--- src/rtl/aspc_pkg.sv ---
package aspc_pkg;

  // Register addresses
  localparam logic [15:0] ADDR_MODE   = 16'hff90;
  localparam logic [15:0] ADDR_ERRST  = 16'hff94;
  localparam logic [15:0] ADDR_TXST   = 16'hff95;
  localparam logic [15:0] ADDR_TXBUF  = 16'hff96;
  localparam logic [15:0] ADDR_RXBUF  = 16'hff97;

  // Mode register fields
  localparam int MODE_POWER  = 7;
  localparam int MODE_TXE    = 6;
  localparam int MODE_RXE    = 5;
  localparam int MODE_PS_HI  = 4;
  localparam int MODE_PS_LO  = 3;
  localparam int MODE_LEN    = 2;
  localparam int MODE_STOP   = 1;
  localparam int MODE_ERRTE  = 0;

  // Receive error status fields
  localparam int ERR_PE  = 2;
  localparam int ERR_FE  = 1;
  localparam int ERR_OVE = 0;

  // Transmit status fields
  localparam int TXST_FULL = 1;
  localparam int TXST_BUSY = 0;

  // Reset values
  localparam logic [7:0] MODE_RST  = 8'h00;
  localparam logic [7:0] TXBUF_RST = 8'hff;
  localparam logic [7:0] RXBUF_RST = 8'hff;
  localparam logic [7:0] STAT_RST  = 8'h00;

  // Parity select encodings
  localparam logic [1:0] PAR_NONE = 2'h0;
  localparam logic [1:0] PAR_ZERO = 2'h1;
  localparam logic [1:0] PAR_ODD  = 2'h2;
  localparam logic [1:0] PAR_EVEN = 2'h3;

  // Oversample ratio and IrDA pulse in oversample ticks, frame width in bits
  localparam int OVS_DEF    = 16;
  localparam int IRDA_PULSE = 3;
  localparam int FRAME_W    = 12;

endpackage : aspc_pkg

--- src/rtl/aspc_buf.sv ---
`timescale 1ns/100ps
`default_nettype none
module aspc_buf #(
  parameter int WIDTH = 10,
  parameter int DEPTH = 2
) (
  // Clock and reset
  input  wire logic             clock,
  input  wire logic             nrst,
  // Fill side
  input  wire logic             in_valid,
  output logic                  in_ready,
  input  wire logic [WIDTH-1:0] in_data,
  // Drain side
  output logic                  out_valid,
  input  wire logic             out_ready,
  output logic [WIDTH-1:0]      out_data
);

  localparam int AW = (DEPTH > 1) ? $clog2(DEPTH) : 1;

  if (DEPTH != 2 && DEPTH != 4) begin : g_chk
    $error("aspc_buf: DEPTH must be 2 or 4");
  end

  logic [WIDTH-1:0] mem_ff [DEPTH];
  logic [AW-1:0]    wr_ptr_ff;
  logic [AW-1:0]    rd_ptr_ff;
  logic [AW:0]      count_ff;

  wire push = in_valid & in_ready;
  wire pop  = out_valid & out_ready;

  assign in_ready  = (count_ff != (AW+1)'(DEPTH));
  assign out_valid = (count_ff != '0);
  assign out_data  = mem_ff[rd_ptr_ff];

  always_ff @(posedge clock) begin
    if (push) begin
      mem_ff[wr_ptr_ff] <= in_data;
    end
  end

  always_ff @(posedge clock) begin
    if (!nrst) begin
      wr_ptr_ff <= '0;
      rd_ptr_ff <= '0;
      count_ff  <= '0;
    end else begin
      if (push) begin
        wr_ptr_ff <= wr_ptr_ff + 1'b1;
      end
      if (pop) begin
        rd_ptr_ff <= rd_ptr_ff + 1'b1;
      end
      if (push && !pop) begin
        count_ff <= count_ff + 1'b1;
      end else if (pop && !push) begin
        count_ff <= count_ff - 1'b1;
      end
    end
  end

endmodule : aspc_buf
`default_nettype wire

--- src/rtl/aspc_core.sv ---
`timescale 1ns/100ps
`default_nettype none
module aspc_core
  import aspc_pkg::*;
#(
  parameter int OVERSAMPLE = OVS_DEF
) (
  // Clock and reset
  input  wire logic        clock,
  input  wire logic        nrst,
  // Register port
  input  wire logic        cpu_wr,
  input  wire logic        cpu_rd,
  input  wire logic [15:0] cpu_addr,
  input  wire logic [7:0]  cpu_wdata,
  input  wire logic [7:0]  cpu_wmask,
  output logic [7:0]       cpu_rdata,
  // Serial timing and mode
  input  wire logic        os_tick,
  input  wire logic        irda_mode,
  // Serial pins
  input  wire logic        serial_in_pin,
  output logic             serial_out_pin,
  // Events
  output logic             receive_complete_irq,
  output logic             receive_error_irq
);

  if (OVERSAMPLE < 4 || OVERSAMPLE > 16) begin : g_chk
    $error("aspc_core: OVERSAMPLE must be 4..16");
  end

  localparam logic [3:0] OS_LAST = 4'(OVERSAMPLE - 1);
  localparam logic [3:0] OS_MID  = 4'(OVERSAMPLE / 2 - 1);
  localparam logic [3:0] OS_IRDA = 4'(IRDA_PULSE);

  typedef enum logic [1:0] {
    RX_IDLE,
    RX_START,
    RX_DATA,
    RX_STOP
  } aspc_rx_t;

  // Registers
  logic [7:0]         serial_mode_control_ff;
  logic [7:0]         transmit_buffer_ff;
  logic [7:0]         receive_buffer_ff;
  logic               rxb_full_ff;
  logic               tx_buffer_full_flag_ff;
  logic               tx_shifter_busy_flag_ff;
  logic [FRAME_W-1:0] tx_shift_reg_ff;
  logic [3:0]         tx_left_ff;
  logic [3:0]         tx_os_ff;
  logic               serial_out_pin_ff;
  aspc_rx_t           rx_state_ff;
  logic [3:0]         rx_os_ff;
  logic [3:0]         rx_cnt_ff;
  logic [8:0]         rx_shift_reg_ff;
  logic               parity_error_flag_ff;
  logic               framing_error_flag_ff;
  logic               overrun_error_flag_ff;
  logic               rx_done_irq_ff;
  logic               rx_err_irq_ff;
  logic [7:0]         cpu_rdata_ff;

  // Mode decode
  wire       power_clock_enable  = serial_mode_control_ff[MODE_POWER];
  wire       transmit_enable_bit = serial_mode_control_ff[MODE_TXE];
  wire       receive_enable_bit  = serial_mode_control_ff[MODE_RXE];
  wire [1:0] parity_sel =
    serial_mode_control_ff[MODE_PS_HI:MODE_PS_LO];
  wire       char_length_bit     = serial_mode_control_ff[MODE_LEN];
  wire       stop_bits_select    = serial_mode_control_ff[MODE_STOP];
  wire       error_irq_routing   = serial_mode_control_ff[MODE_ERRTE];
  wire       tx_on = power_clock_enable & transmit_enable_bit;
  wire       rx_on = power_clock_enable & receive_enable_bit;
  wire       has_par = (parity_sel != PAR_NONE);

  // Address decode
  wire sel_mode  = (cpu_addr == ADDR_MODE);
  wire sel_errst = (cpu_addr == ADDR_ERRST);
  wire sel_txst  = (cpu_addr == ADDR_TXST);
  wire sel_txbuf = (cpu_addr == ADDR_TXBUF);
  wire sel_rxbuf = (cpu_addr == ADDR_RXBUF);

  wire wr_mode = cpu_wr & sel_mode;
  wire [7:0] nxt_mode =
    (serial_mode_control_ff & ~cpu_wmask) | (cpu_wdata & cpu_wmask);
  wire wr_txbuf = cpu_wr & sel_txbuf & tx_on
                & ~tx_buffer_full_flag_ff;
  wire rd_rxbuf  = cpu_rd & sel_rxbuf;
  wire rd_errst  = cpu_rd & sel_errst;

  // Transmit frame assembly
  wire [7:0] tx_data = char_length_bit ? transmit_buffer_ff
                                       : {1'b0, transmit_buffer_ff[6:0]};
  wire       tx_par_odd = ~^tx_data;
  wire       tx_par_bit = (parity_sel == PAR_ODD)  ? tx_par_odd :
                          (parity_sel == PAR_EVEN) ? ~tx_par_odd :
                          1'b0;
  wire [3:0] len_bits = char_length_bit ? 4'h8 : 4'h7;
  wire [3:0] tx_nbits = 4'h1 + len_bits + {3'h0, has_par}
                      + (stop_bits_select ? 4'h2 : 4'h1);

  logic [FRAME_W-1:0] nxt_frame;
  always_comb begin
    nxt_frame = {FRAME_W{1'b1}};
    nxt_frame[0] = 1'b0;
    nxt_frame[7:1] = tx_data[6:0];
    if (char_length_bit) begin
      nxt_frame[8] = tx_data[7];
    end
    if (has_par) begin
      nxt_frame[len_bits+4'h1] = tx_par_bit;
    end
  end

  wire tx_load = tx_on & tx_buffer_full_flag_ff
               & ~tx_shifter_busy_flag_ff;
  wire tx_bit_end = tx_shifter_busy_flag_ff & os_tick
                  & (tx_os_ff == OS_LAST);
  wire tx_last = tx_bit_end & (tx_left_ff == 4'h1);
  wire tx_line = tx_shifter_busy_flag_ff ? tx_shift_reg_ff[0] : 1'b1;
  wire irda_out = ~tx_line & tx_shifter_busy_flag_ff
                & (tx_os_ff < OS_IRDA);
  wire nxt_pin = ~power_clock_enable ? 1'b0 :
                 irda_mode ? irda_out : tx_line;

  // Mode register
  always_ff @(posedge clock) begin
    if (!nrst) begin
      serial_mode_control_ff <= MODE_RST;
    end else if (wr_mode) begin
      serial_mode_control_ff <= nxt_mode;
    end
  end

  // Transmit buffer and full flag
  always_ff @(posedge clock) begin
    if (!nrst) begin
      transmit_buffer_ff <= TXBUF_RST;
    end else if (wr_txbuf) begin
      transmit_buffer_ff <= cpu_wdata;
    end
  end

  always_ff @(posedge clock) begin
    if (!nrst || !tx_on) begin
      tx_buffer_full_flag_ff <= 1'b0;
    end else if (wr_txbuf) begin
      tx_buffer_full_flag_ff <= 1'b1;
    end else if (tx_load) begin
      tx_buffer_full_flag_ff <= 1'b0;
    end
  end

  // Transmit shifter
  always_ff @(posedge clock) begin
    if (!nrst || !tx_on) begin
      tx_shift_reg_ff         <= {FRAME_W{1'b1}};
      tx_shifter_busy_flag_ff <= 1'b0;
      tx_left_ff              <= 4'h0;
      tx_os_ff                <= 4'h0;
    end else if (tx_load) begin
      tx_shift_reg_ff         <= nxt_frame;
      tx_shifter_busy_flag_ff <= 1'b1;
      tx_left_ff              <= tx_nbits;
      tx_os_ff                <= 4'h0;
    end else if (tx_bit_end) begin
      tx_shift_reg_ff <= {1'b1, tx_shift_reg_ff[FRAME_W-1:1]};
      tx_left_ff      <= tx_left_ff - 4'h1;
      tx_os_ff        <= 4'h0;
      if (tx_last) begin
        tx_shifter_busy_flag_ff <= 1'b0;
      end
    end else if (tx_shifter_busy_flag_ff && os_tick) begin
      tx_os_ff <= tx_os_ff + 4'h1;
    end
  end

  always_ff @(posedge clock) begin
    if (!nrst) begin
      serial_out_pin_ff <= 1'b0;
    end else begin
      serial_out_pin_ff <= nxt_pin;
    end
  end

  // Receive controller
  wire [3:0] rx_need = len_bits + {3'h0, has_par};
  wire       rx_mid  = os_tick & (rx_os_ff == OS_MID);
  wire       rx_end  = os_tick & (rx_os_ff == OS_LAST);
  wire       rx_done = (rx_state_ff == RX_STOP) & rx_end;
  wire [8:0] rx_align = rx_shift_reg_ff >> (4'h9 - rx_need);
  wire [7:0] rx_data = char_length_bit ? rx_align[7:0]
                                       : {1'b0, rx_align[6:0]};
  wire       rx_par  = char_length_bit ? rx_align[8] : rx_align[7];
  wire       rx_xor  = ^{rx_data, rx_par};
  wire       rx_pe   = ((parity_sel == PAR_ODD) & ~rx_xor)
                     | ((parity_sel == PAR_EVEN) & rx_xor);
  wire       rx_fe   = ~serial_in_pin;

  logic       buf_in_ready;
  logic       buf_out_valid;
  logic [9:0] buf_out_data;
  wire        buf_push = rx_done & buf_in_ready;
  wire        rx_ovr   = rx_done & ~buf_in_ready;
  wire        buf_pop  = buf_out_valid & ~rxb_full_ff;
  wire        buf_nrst = nrst & rx_on;
  wire        rx_err   = rx_done & (rx_pe | rx_fe | rx_ovr);

  always_ff @(posedge clock) begin
    if (!nrst || !rx_on) begin
      rx_state_ff     <= RX_IDLE;
      rx_os_ff        <= 4'h0;
      rx_cnt_ff       <= 4'h0;
      rx_shift_reg_ff <= 9'h1ff;
    end else begin
      case (rx_state_ff)
        RX_IDLE: begin
          rx_os_ff <= 4'h0;
          if (os_tick && !serial_in_pin) begin
            rx_state_ff <= RX_START;
          end
        end
        RX_START: begin
          if (rx_mid) begin
            rx_os_ff  <= 4'h0;
            rx_cnt_ff <= 4'h0;
            rx_state_ff <= serial_in_pin ? RX_IDLE : RX_DATA;
          end else if (os_tick) begin
            rx_os_ff <= rx_os_ff + 4'h1;
          end
        end
        RX_DATA: begin
          if (rx_end) begin
            rx_os_ff <= 4'h0;
            rx_shift_reg_ff <= {serial_in_pin,
                                rx_shift_reg_ff[8:1]};
            rx_cnt_ff <= rx_cnt_ff + 4'h1;
            if (rx_cnt_ff == rx_need - 4'h1) begin
              rx_state_ff <= RX_STOP;
            end
          end else if (os_tick) begin
            rx_os_ff <= rx_os_ff + 4'h1;
          end
        end
        RX_STOP: begin
          if (rx_end) begin
            rx_os_ff    <= 4'h0;
            rx_state_ff <= RX_IDLE;
          end else if (os_tick) begin
            rx_os_ff <= rx_os_ff + 4'h1;
          end
        end
        default: begin
          rx_state_ff <= RX_IDLE;
        end
      endcase
    end
  end

  aspc_buf #(
    .WIDTH (10),
    .DEPTH (2)
  ) u_rx_buf (
    .clock     (clock),
    .nrst      (buf_nrst),
    .in_valid  (buf_push),
    .in_ready  (buf_in_ready),
    .in_data   ({rx_pe, rx_fe, rx_data}),
    .out_valid (buf_out_valid),
    .out_ready (~rxb_full_ff),
    .out_data  (buf_out_data)
  );

  // Receive buffer register
  always_ff @(posedge clock) begin
    if (!nrst || !power_clock_enable) begin
      receive_buffer_ff <= RXBUF_RST;
      rxb_full_ff       <= 1'b0;
    end else if (buf_pop) begin
      receive_buffer_ff <= buf_out_data[7:0];
      rxb_full_ff       <= 1'b1;
    end else if (rd_rxbuf) begin
      rxb_full_ff <= 1'b0;
    end
  end

  // Error status: set wins over read clear
  always_ff @(posedge clock) begin
    if (!nrst || !power_clock_enable) begin
      parity_error_flag_ff  <= 1'b0;
      framing_error_flag_ff <= 1'b0;
      overrun_error_flag_ff <= 1'b0;
    end else begin
      parity_error_flag_ff <= (rx_done & rx_pe)
        | (parity_error_flag_ff & ~rd_errst);
      framing_error_flag_ff <= (rx_done & rx_fe)
        | (framing_error_flag_ff & ~rd_errst);
      overrun_error_flag_ff <= rx_ovr
        | (overrun_error_flag_ff & ~rd_errst);
    end
  end

  // Event routing
  always_ff @(posedge clock) begin
    if (!nrst || !rx_on) begin
      rx_done_irq_ff <= 1'b0;
      rx_err_irq_ff  <= 1'b0;
    end else begin
      rx_done_irq_ff <= rx_done & ~(rx_err & error_irq_routing);
      rx_err_irq_ff  <= rx_err & error_irq_routing;
    end
  end

  // Read data
  wire [7:0] errst_val = {5'h00, parity_error_flag_ff,
                          framing_error_flag_ff, overrun_error_flag_ff};
  wire [7:0] txst_val  = {6'h00, tx_buffer_full_flag_ff,
                          tx_shifter_busy_flag_ff};
  wire [7:0] rd_val = sel_mode  ? serial_mode_control_ff :
                      sel_errst ? errst_val :
                      sel_txst  ? txst_val :
                      sel_rxbuf ? receive_buffer_ff :
                      8'h00;

  always_ff @(posedge clock) begin
    if (!nrst) begin
      cpu_rdata_ff <= STAT_RST;
    end else if (cpu_rd) begin
      cpu_rdata_ff <= rd_val;
    end
  end

  assign cpu_rdata            = cpu_rdata_ff;
  assign serial_out_pin       = serial_out_pin_ff;
  assign receive_complete_irq = rx_done_irq_ff;
  assign receive_error_irq    = rx_err_irq_ff;

endmodule : aspc_core
`default_nettype wire

--- config.mk ---
export PLATFORM = sky130hd
export DESIGN_NAME = aspc_core
export DESIGN_NICKNAME = d
export VERILOG_FILES = /design/src/rtl/aspc_pkg.sv /design/src/rtl/aspc_buf.sv /design/src/rtl/aspc_core.sv
export SDC_FILE = /design/constraint.sdc
export NUM_CORES = 1
export LEC_CHECK = 0
export ABC_AREA = 1
export BUFFER_PORTS_ARGS = -buffer_cell sky130_fd_sc_hd__buf_2
export CORE_ASPECT_RATIO = 0.5
export CORE_MARGIN = 2
export CORE_UTILIZATION = 45
export CTS_CLUSTER_DIAMETER = 200
export DETAILED_ROUTE_END_ITERATION = 8
export GPL_TIMING_DRIVEN = 0
export PLACE_DENSITY = 0.71
export RECOVER_POWER = 50
export SLEW_MARGIN = 5
export SYNTH_ARGS = -nofsm -noshare
export SYNTH_HDL_FRONTEND = slang
export SYNTH_SLANG_ARGS = --single-unit
export TNS_END_PERCENT = 5
--- constraint.sdc ---
create_clock -name clock -period 4.7 [get_ports clock]
set_clock_uncertainty 0.05 [all_clocks]
set_input_delay 0.94 -clock clock [delete_from_list [all_inputs] [get_ports clock]]
set_output_delay 0.94 -clock clock [all_outputs]
set_load 0.005 [all_outputs]
==> results of run 1 <==
[kinds of logic after synthesis]
logic type / Yosys count
compound gates: 107
simple gates: 332
xor+xnor: 16
buf+inv: 100
flops: 98
fa+ha+maj: 11
[cells in the final DEF, fill, tap and decap left out, types with 8 or more instances in the layout]
cell type	instances
nand4_1	12
dfxtp_1	82
nand2_1	168
edfxtp_1	16
a21oi_1	35
nor2_1	61
buf_2	45
nand2_2	8
o21ai_0	22
nor3_1	11
inv_1	70
o211ai_1	17
ha_1	11
xnor2_1	8
xor2_1	8
clkbuf_16	9
clkbuf_1	21
nand3_1	56
[stage by stage]
step,instance area (µm²),hold slack [ns]
after floorplan,5029,0.3817
after global placement,5445,0.4004
after detailed placement,5445,0.4053
after CTS,5722,0.4157
after global routing,5663,0.4385
final,5663,0.4151
[power by group]
group | internal, mW | switching (mW) | total [mW]
registers | 0.851 | 0.000856 | 0.852
logic | 0.0169 | 0.0246 | 0.0415
clock network | 0.375 | 0.307 | 0.681
[tightest hold or removal path, delay by kind of cell (launching register included)]
kind / cells / cell delay [ns]
compound gates: 1 / 0.05
simple gates: 1 / 0.06
flops: 1 / 0.31
[per-layer routing]
metal  vias to the layer above  part of all wire [%]
li1                       2320                     -
met1                      2095                    48
met2                        88                    46
met3                        20                   4.5
met4                         0                   1.8
met5                         -                     0
[flip-flops by register name, indices dropped and copies added (netlist names), 8 cells and up, named ones only]
signal	count
tx_shift_reg_ff	10
rx_shift_reg_ff	9
cpu_rdata	8
u_rx_buf.mem_ff	16
transmit_buffer_ff	8
receive_buffer_ff	8
[layout make-up]
| class | count | area, µm² | area share [%] |
|---|---|---|---|
| Clock inverter | 4 | 30.03 | 0.5303 |
| Inverter | 78 | 295.3 | 5.214 |
| Buffer | 22 | 132.6 | 2.342 |
| Tap cell | 145 | 181.4 | 3.204 |
| Clock buffer | 12 | 246.5 | 4.353 |
| Timing Repair Buffer | 47 | 229.0 | 4.043 |
| Multi-Input combinational cell | 466 | 2426 | 42.84 |
| Sequential cell | 98 | 2122 | 37.47 |
[path summary, 6_finish.rpt]
| check | slack, ns | endpoint | start | depth (start not counted) |
|---|---|---|---|---|
| hold / removal | 0.42 | cpu_rdata[2] | cpu_rdata[2] | 2 |
| setup / recovery | 1.52 | receive_error_irq | flop | 18 |
| setup reg to reg | 1.52 | receive_error_irq | flop | 18 |
| hold reg to reg | 0.42 | cpu_rdata[2] | cpu_rdata[2] | 2 |
==> reports/results.ini, run 1 <==
[status]
status=finished, final reports clean

[yosys]
syn-instance-count=664
netlist_top_cells_count=nand2_1, dfxtp_1, inv_1
synthFlopType=dfxtp_1
syn_nets=714
yosys.area.top_type_share_pct=32.64
synth-simple-area-share_pct=30.43
synth-seq-cells=98
synthAdderAreaFrac_pct=2.737
synth_edf_count=16
synth_top_family_by_area=simple AND/OR/NAND/NOR gates
yosysMostFrequentCell=nand2_1
synth_cell_types=46
synth_xor_area_share_pct=2.787
synth_top_cell_by_area=dfxtp_1
synth_area_um2=5029
yosysSeqAreaShare_pct=42.20
async_reset_ff_share_pct=0
yosys-mux-area-fraction_pct=0
synth-compound-area-share_pct=13.19
synthTopCellsByArea=dfxtp_1, nand2_1, edfxtp_1
ys_warn_count=0
avgSynthCellArea_um2=7.573

[critical_path]
crit_top_cell=nand2_1
path_class=reg -> reg
cpPeakStageDelay_ns=0.43
critPathTopFamily=simple AND/OR/NAND/NOR gates
cp_max_fo=10
cp-end-kind=flop
crit_buf_inv=3
critPathLaunchType=flop
crit_path_cell_trace=inv_1 > nand2_1 > ha_1 > clkbuf_1 > buf_6 > nand2_1 > nand2_1 > nand2_2 > nand3_1 > nor2_1 > nor2_1 > nand2_1 > nand3_2 > nand3_1 > nand3_1 > nand2_1 > nand2_1 > nor2_2
cp.required_ns=4.87
crit_slowest_cell=ha_1
critPathArrivalTime_ns=3.35

[detailed_routing]
post_drt_via_cell_ratio=5.187
first_pass_iters=5
drc_errors=0
drt_iter0_drc=286
wire_per_inst_um=13.45
wirelength_mm=11.73
num_vias=4523
drtAntennaViolNets=0

[grt]
grt_pass1_vias=4142
grtUsageMet2_pct=33.20
antenna_found_initial=0
busiest_layer=met2
use_met1_pct=26.12
grt_max_degree=17
grt_use_total_pct=19.80
grt-ovfl-total=0
grt_pass1_wl_mm=19.42
use_met3_pct=4.258

[timing]
slew_headroom_pct=32.54
slew_viol_final=0
period_minus_slack_ns=3.175
hold_viol=0
fmax_ghz=0.3149
setup_ws_ns=1.525
fin_crit_sh_pct=67.56
fin_tns_setup_ns=0
rsz0062_at_grt=false
max_slew.worst_pin.slew_ns=1.004
finalSetupViolCount=0

[place]
pre_cts_ws_ns=1.542
gp_congestion=0.8579
dp_cells=856
io_buffers=47
dp.final_hpwl_mm=8.998

[cells_and_area]
syn2layout_area_growth_pct=12.62
fin_util_pct=51.74
drive_gt1_share_pct=13.07
n_fill_cell=1090
nNetsFinal=772
fin_cells=872
antennaDiodeCount=0

[clock_network]
post_cts_buffers=0
cts_tree=done
postCtsHoldBufs=0
clk_latency_ns=0.34
clk_pin_slew_ns=0.06
clock-sinks=98
numCtsBuffers=9
htree_levels=3
cts_resized=0
root_buffer=clkbuf_16
cts.path.max_buffers=2

[pwr]
ir_drop_v=0.0001545
total_power_mw=1.575
p_leak_nw=2.466
pwr_density_cell_nw_per_um2=278.1

[floorplan]
start_util_pct=45.94
fp.dieH_um=78.75
die_w_um=153.5
die_area_um2=12090
io_pins=50
core_um2=10950
rows=27

[job]
maxCapViolCount=0

[min_path]
holdCritPathClass=reg -> reg

Power figures use the tool's default switching activity.
==> run 2: changes to the inputs <==
PLACE_DENSITY = 0.74   (was 0.71)
clock period = 2.7 ns   (was 4.7 ns; I/O delays follow)
==> reports/results.ini, run 2 (synthesis results as in run 1) <==
[status]
status=finished, final reports clean  ; unchanged

[clock_network]
cts.path.max_buffers=2  ; unchanged
numCtsBuffers=9  ; unchanged
root_buffer=clkbuf_16  ; unchanged
htree_levels=3  ; unchanged
clock-sinks=98  ; unchanged
clk_latency_ns=0.34  ; about the same
clk_pin_slew_ns=0.06  ; about the same
cts_tree=done  ; unchanged
post_cts_buffers=0  ; unchanged
postCtsHoldBufs=0  ; unchanged

[cells_and_area]
antennaDiodeCount=0  ; unchanged
drive_gt1_share_pct=14.44  ; was 13.07%
design_area_um2=5705  ; was 5663 µm²
largest_register_ffs=16  ; unchanged
largestRegisters=u_rx_buf.mem_ff (16), tx_shift_reg_ff (10), rx_shift_reg_ff (9)  ; unchanged
top_register=u_rx_buf.mem_ff  ; unchanged
syn2layout_area_growth_pct=13.46  ; was 12.62%
fin_util_pct=52.13  ; was 51.74%
final_common_cell=nand2_1  ; unchanged
final_cell_mix=nand2_1, dfxtp_1, inv_1  ; unchanged
nNetsFinal=772  ; unchanged

[place]
dp.final_hpwl_mm=8.937  ; was 8.998 mm
gp_congestion=0.8314  ; was 0.8579
pre_cts_ws_ns=-0.06406  ; was 1.542 ns
io_buffers=47  ; unchanged
place_area_um2=5445  ; unchanged

[critical_path]
path_class=reg -> reg  ; unchanged
cp.required_ns=2.88  ; was 4.87 ns
cp-end-kind=flop  ; unchanged
critPathLaunchType=flop  ; unchanged
reg2regPathDepth=18  ; unchanged
critPathArrivalTime_ns=2.70  ; was 3.35 ns
reg2reg_slack_ns=0.18  ; was 1.52 ns
setup.worst_path.end=receive_error_irq  ; unchanged
r2r_end=receive_error_irq  ; unchanged
cp_max_fo=10  ; unchanged

[floorplan]
start_util_pct=45.94  ; unchanged
fp.dieH_um=78.75  ; unchanged
io_pins=50  ; unchanged
die_w_um=153.5  ; unchanged
core_um2=10950  ; unchanged
rows=27  ; unchanged
die_area_um2=12090  ; unchanged

[grt]
grt_pass1_vias=4049  ; was 4142
antenna_found_initial=0  ; unchanged
grt_use_total_pct=19.75  ; was 19.80%
grt-ovfl-total=0  ; unchanged
grt_max_degree=17  ; unchanged
grt_pass1_wl_mm=19.42  ; about the same

[timing]
setup_ws_ns=0.1821  ; was 1.525 ns
hold_viol=0  ; unchanged
slew_headroom_pct=38.60  ; was 32.54%
fin_crit_sh_pct=93.25  ; was 67.56%
fmax_ghz=0.3972  ; was 0.3149 GHz
slew_viol_final=0  ; unchanged
period_minus_slack_ns=2.518  ; was 3.175 ns
finalSetupViolCount=0  ; unchanged
max_slew.worst_pin.slew_ns=0.9140  ; was 1.004 ns
holdWs_ns=0.3340  ; was 0.4151 ns

[pwr]
p_leak_nw=2.458  ; was 2.466 nW
pwr-share-comb_pct=2.7  ; was 2.6%
pwr_density_cell_nw_per_um2=480.2  ; was 278.1 nW/µm²
ir_drop_v=0.0002248  ; was 0.0001545 V
power.share.sequential_pct=54.1  ; about the same
power_switching_mw=0.6088  ; was 0.3323 mW
cellInternalPower_mw=2.131  ; was 1.243 mW
sw_frac_of_total_pct=22.22  ; was 21.10%
clock_power_share_pct=43.3  ; about the same

[min_path]
holdCritPathClass=in -> reg  ; was reg -> reg

[detailed_routing]
wire_per_inst_um=13.56  ; was 13.45 µm
num_vias=4592  ; was 4523
first_pass_iters=5  ; unchanged
post_drt_via_cell_ratio=5.266  ; was 5.187
drtAntennaViolNets=0  ; unchanged
drc_errors=0  ; unchanged
drt_iter0_drc=312  ; was 286
wirelength_mm=11.82  ; was 11.73 mm

[job]
maxCapViolCount=0  ; unchanged

run 2: cell count changes in the layout (fill, tap and decap cells not counted), sizes merged:
cell,delta
buf,-1
clkinvlp,+2
inv,+1
clkbuf,-2
run 2: power by group through the flow:
stage               Clock, mW  Sequential [mW]  Combinational [mW]
floorplan                   0             1.52              0.0280
global placement            0             1.52              0.0723
detailed placement          0             1.52              0.0736
CTS                      1.21             1.48              0.0736
global route             1.26             1.48              0.0807
finish                   1.19             1.48              0.0734
run 2: how the worst min path moves through the flow:
stage,from,to,slack [ns],cells after the start
final,irda_mode,serial_out_pin,0.33,2
after CTS,irda_mode,serial_out_pin,0.32,2
after global placement,tx_shift_reg_ff[5],tx_shift_reg_ff[5],0.39,2
after floorplan,tx_shift_reg_ff[1],tx_shift_reg_ff[1],0.38,2
after global routing,irda_mode,serial_out_pin,0.34,2
after detailed placement,tx_shift_reg_ff[5],tx_shift_reg_ff[5],0.40,2
run 2: metrics by stage:
stage	setup TNS (ns)	power, mW	cells
4_1_cts	0	2.761	872
2_1_floorplan	0	1.544	664
5_1_grt	-0.01489	2.823	872
3_3_place_gp	-0.1736	1.588	856
3_5_place_dp	-0.2567	1.589	856
6_report	0	2.740	872
run 2: area by class of cell:
class                   instances  area [µm²]
clock inverters                 7       45.04
clock buffers                   9       225.2
plain buffers                  22       141.4
multi-input cells             466        2459
inverters                      78       297.8
fillers                      1064        5240
well taps                     145       181.4
repair buffers                 47       227.7
flip-flops and latches         98        2128
run 2: critical path, stage by stage (launching register included):
cell and delay, ns:
dfxtp_2 0.36, inv_1 0.12, nand2_4 0.13, ha_4 0.30, buf_4 0.16, buf_6 0.15
nand2_1 0.06, nand2_1 0.09, nand3_1 0.12, nand3_2 0.10, nand3_1 0.11, nand2_1 0.09
nand2_1 0.05, nand2_1 0.07, nand3_1 0.14, nand3_1 0.13, nand2_1 0.07, nand2_1 0.08
nor2_2 0.04
run 2: what timing repair did:
action / 4_1_cts / 5_1_grt
pin swaps: 0 / 2
setup endpoints to repair: 2 / 11
gates resized for setup: 2 / 8
run 2: layer usage:
layer,track usage (%),vias up,share of wire (%)
li1,-,2329,-
met1,26.40,2137,47
met2,33.02,114,47
met3,3.985,12,5.1
met4,5.229,0,1.0
met5,0,-,0
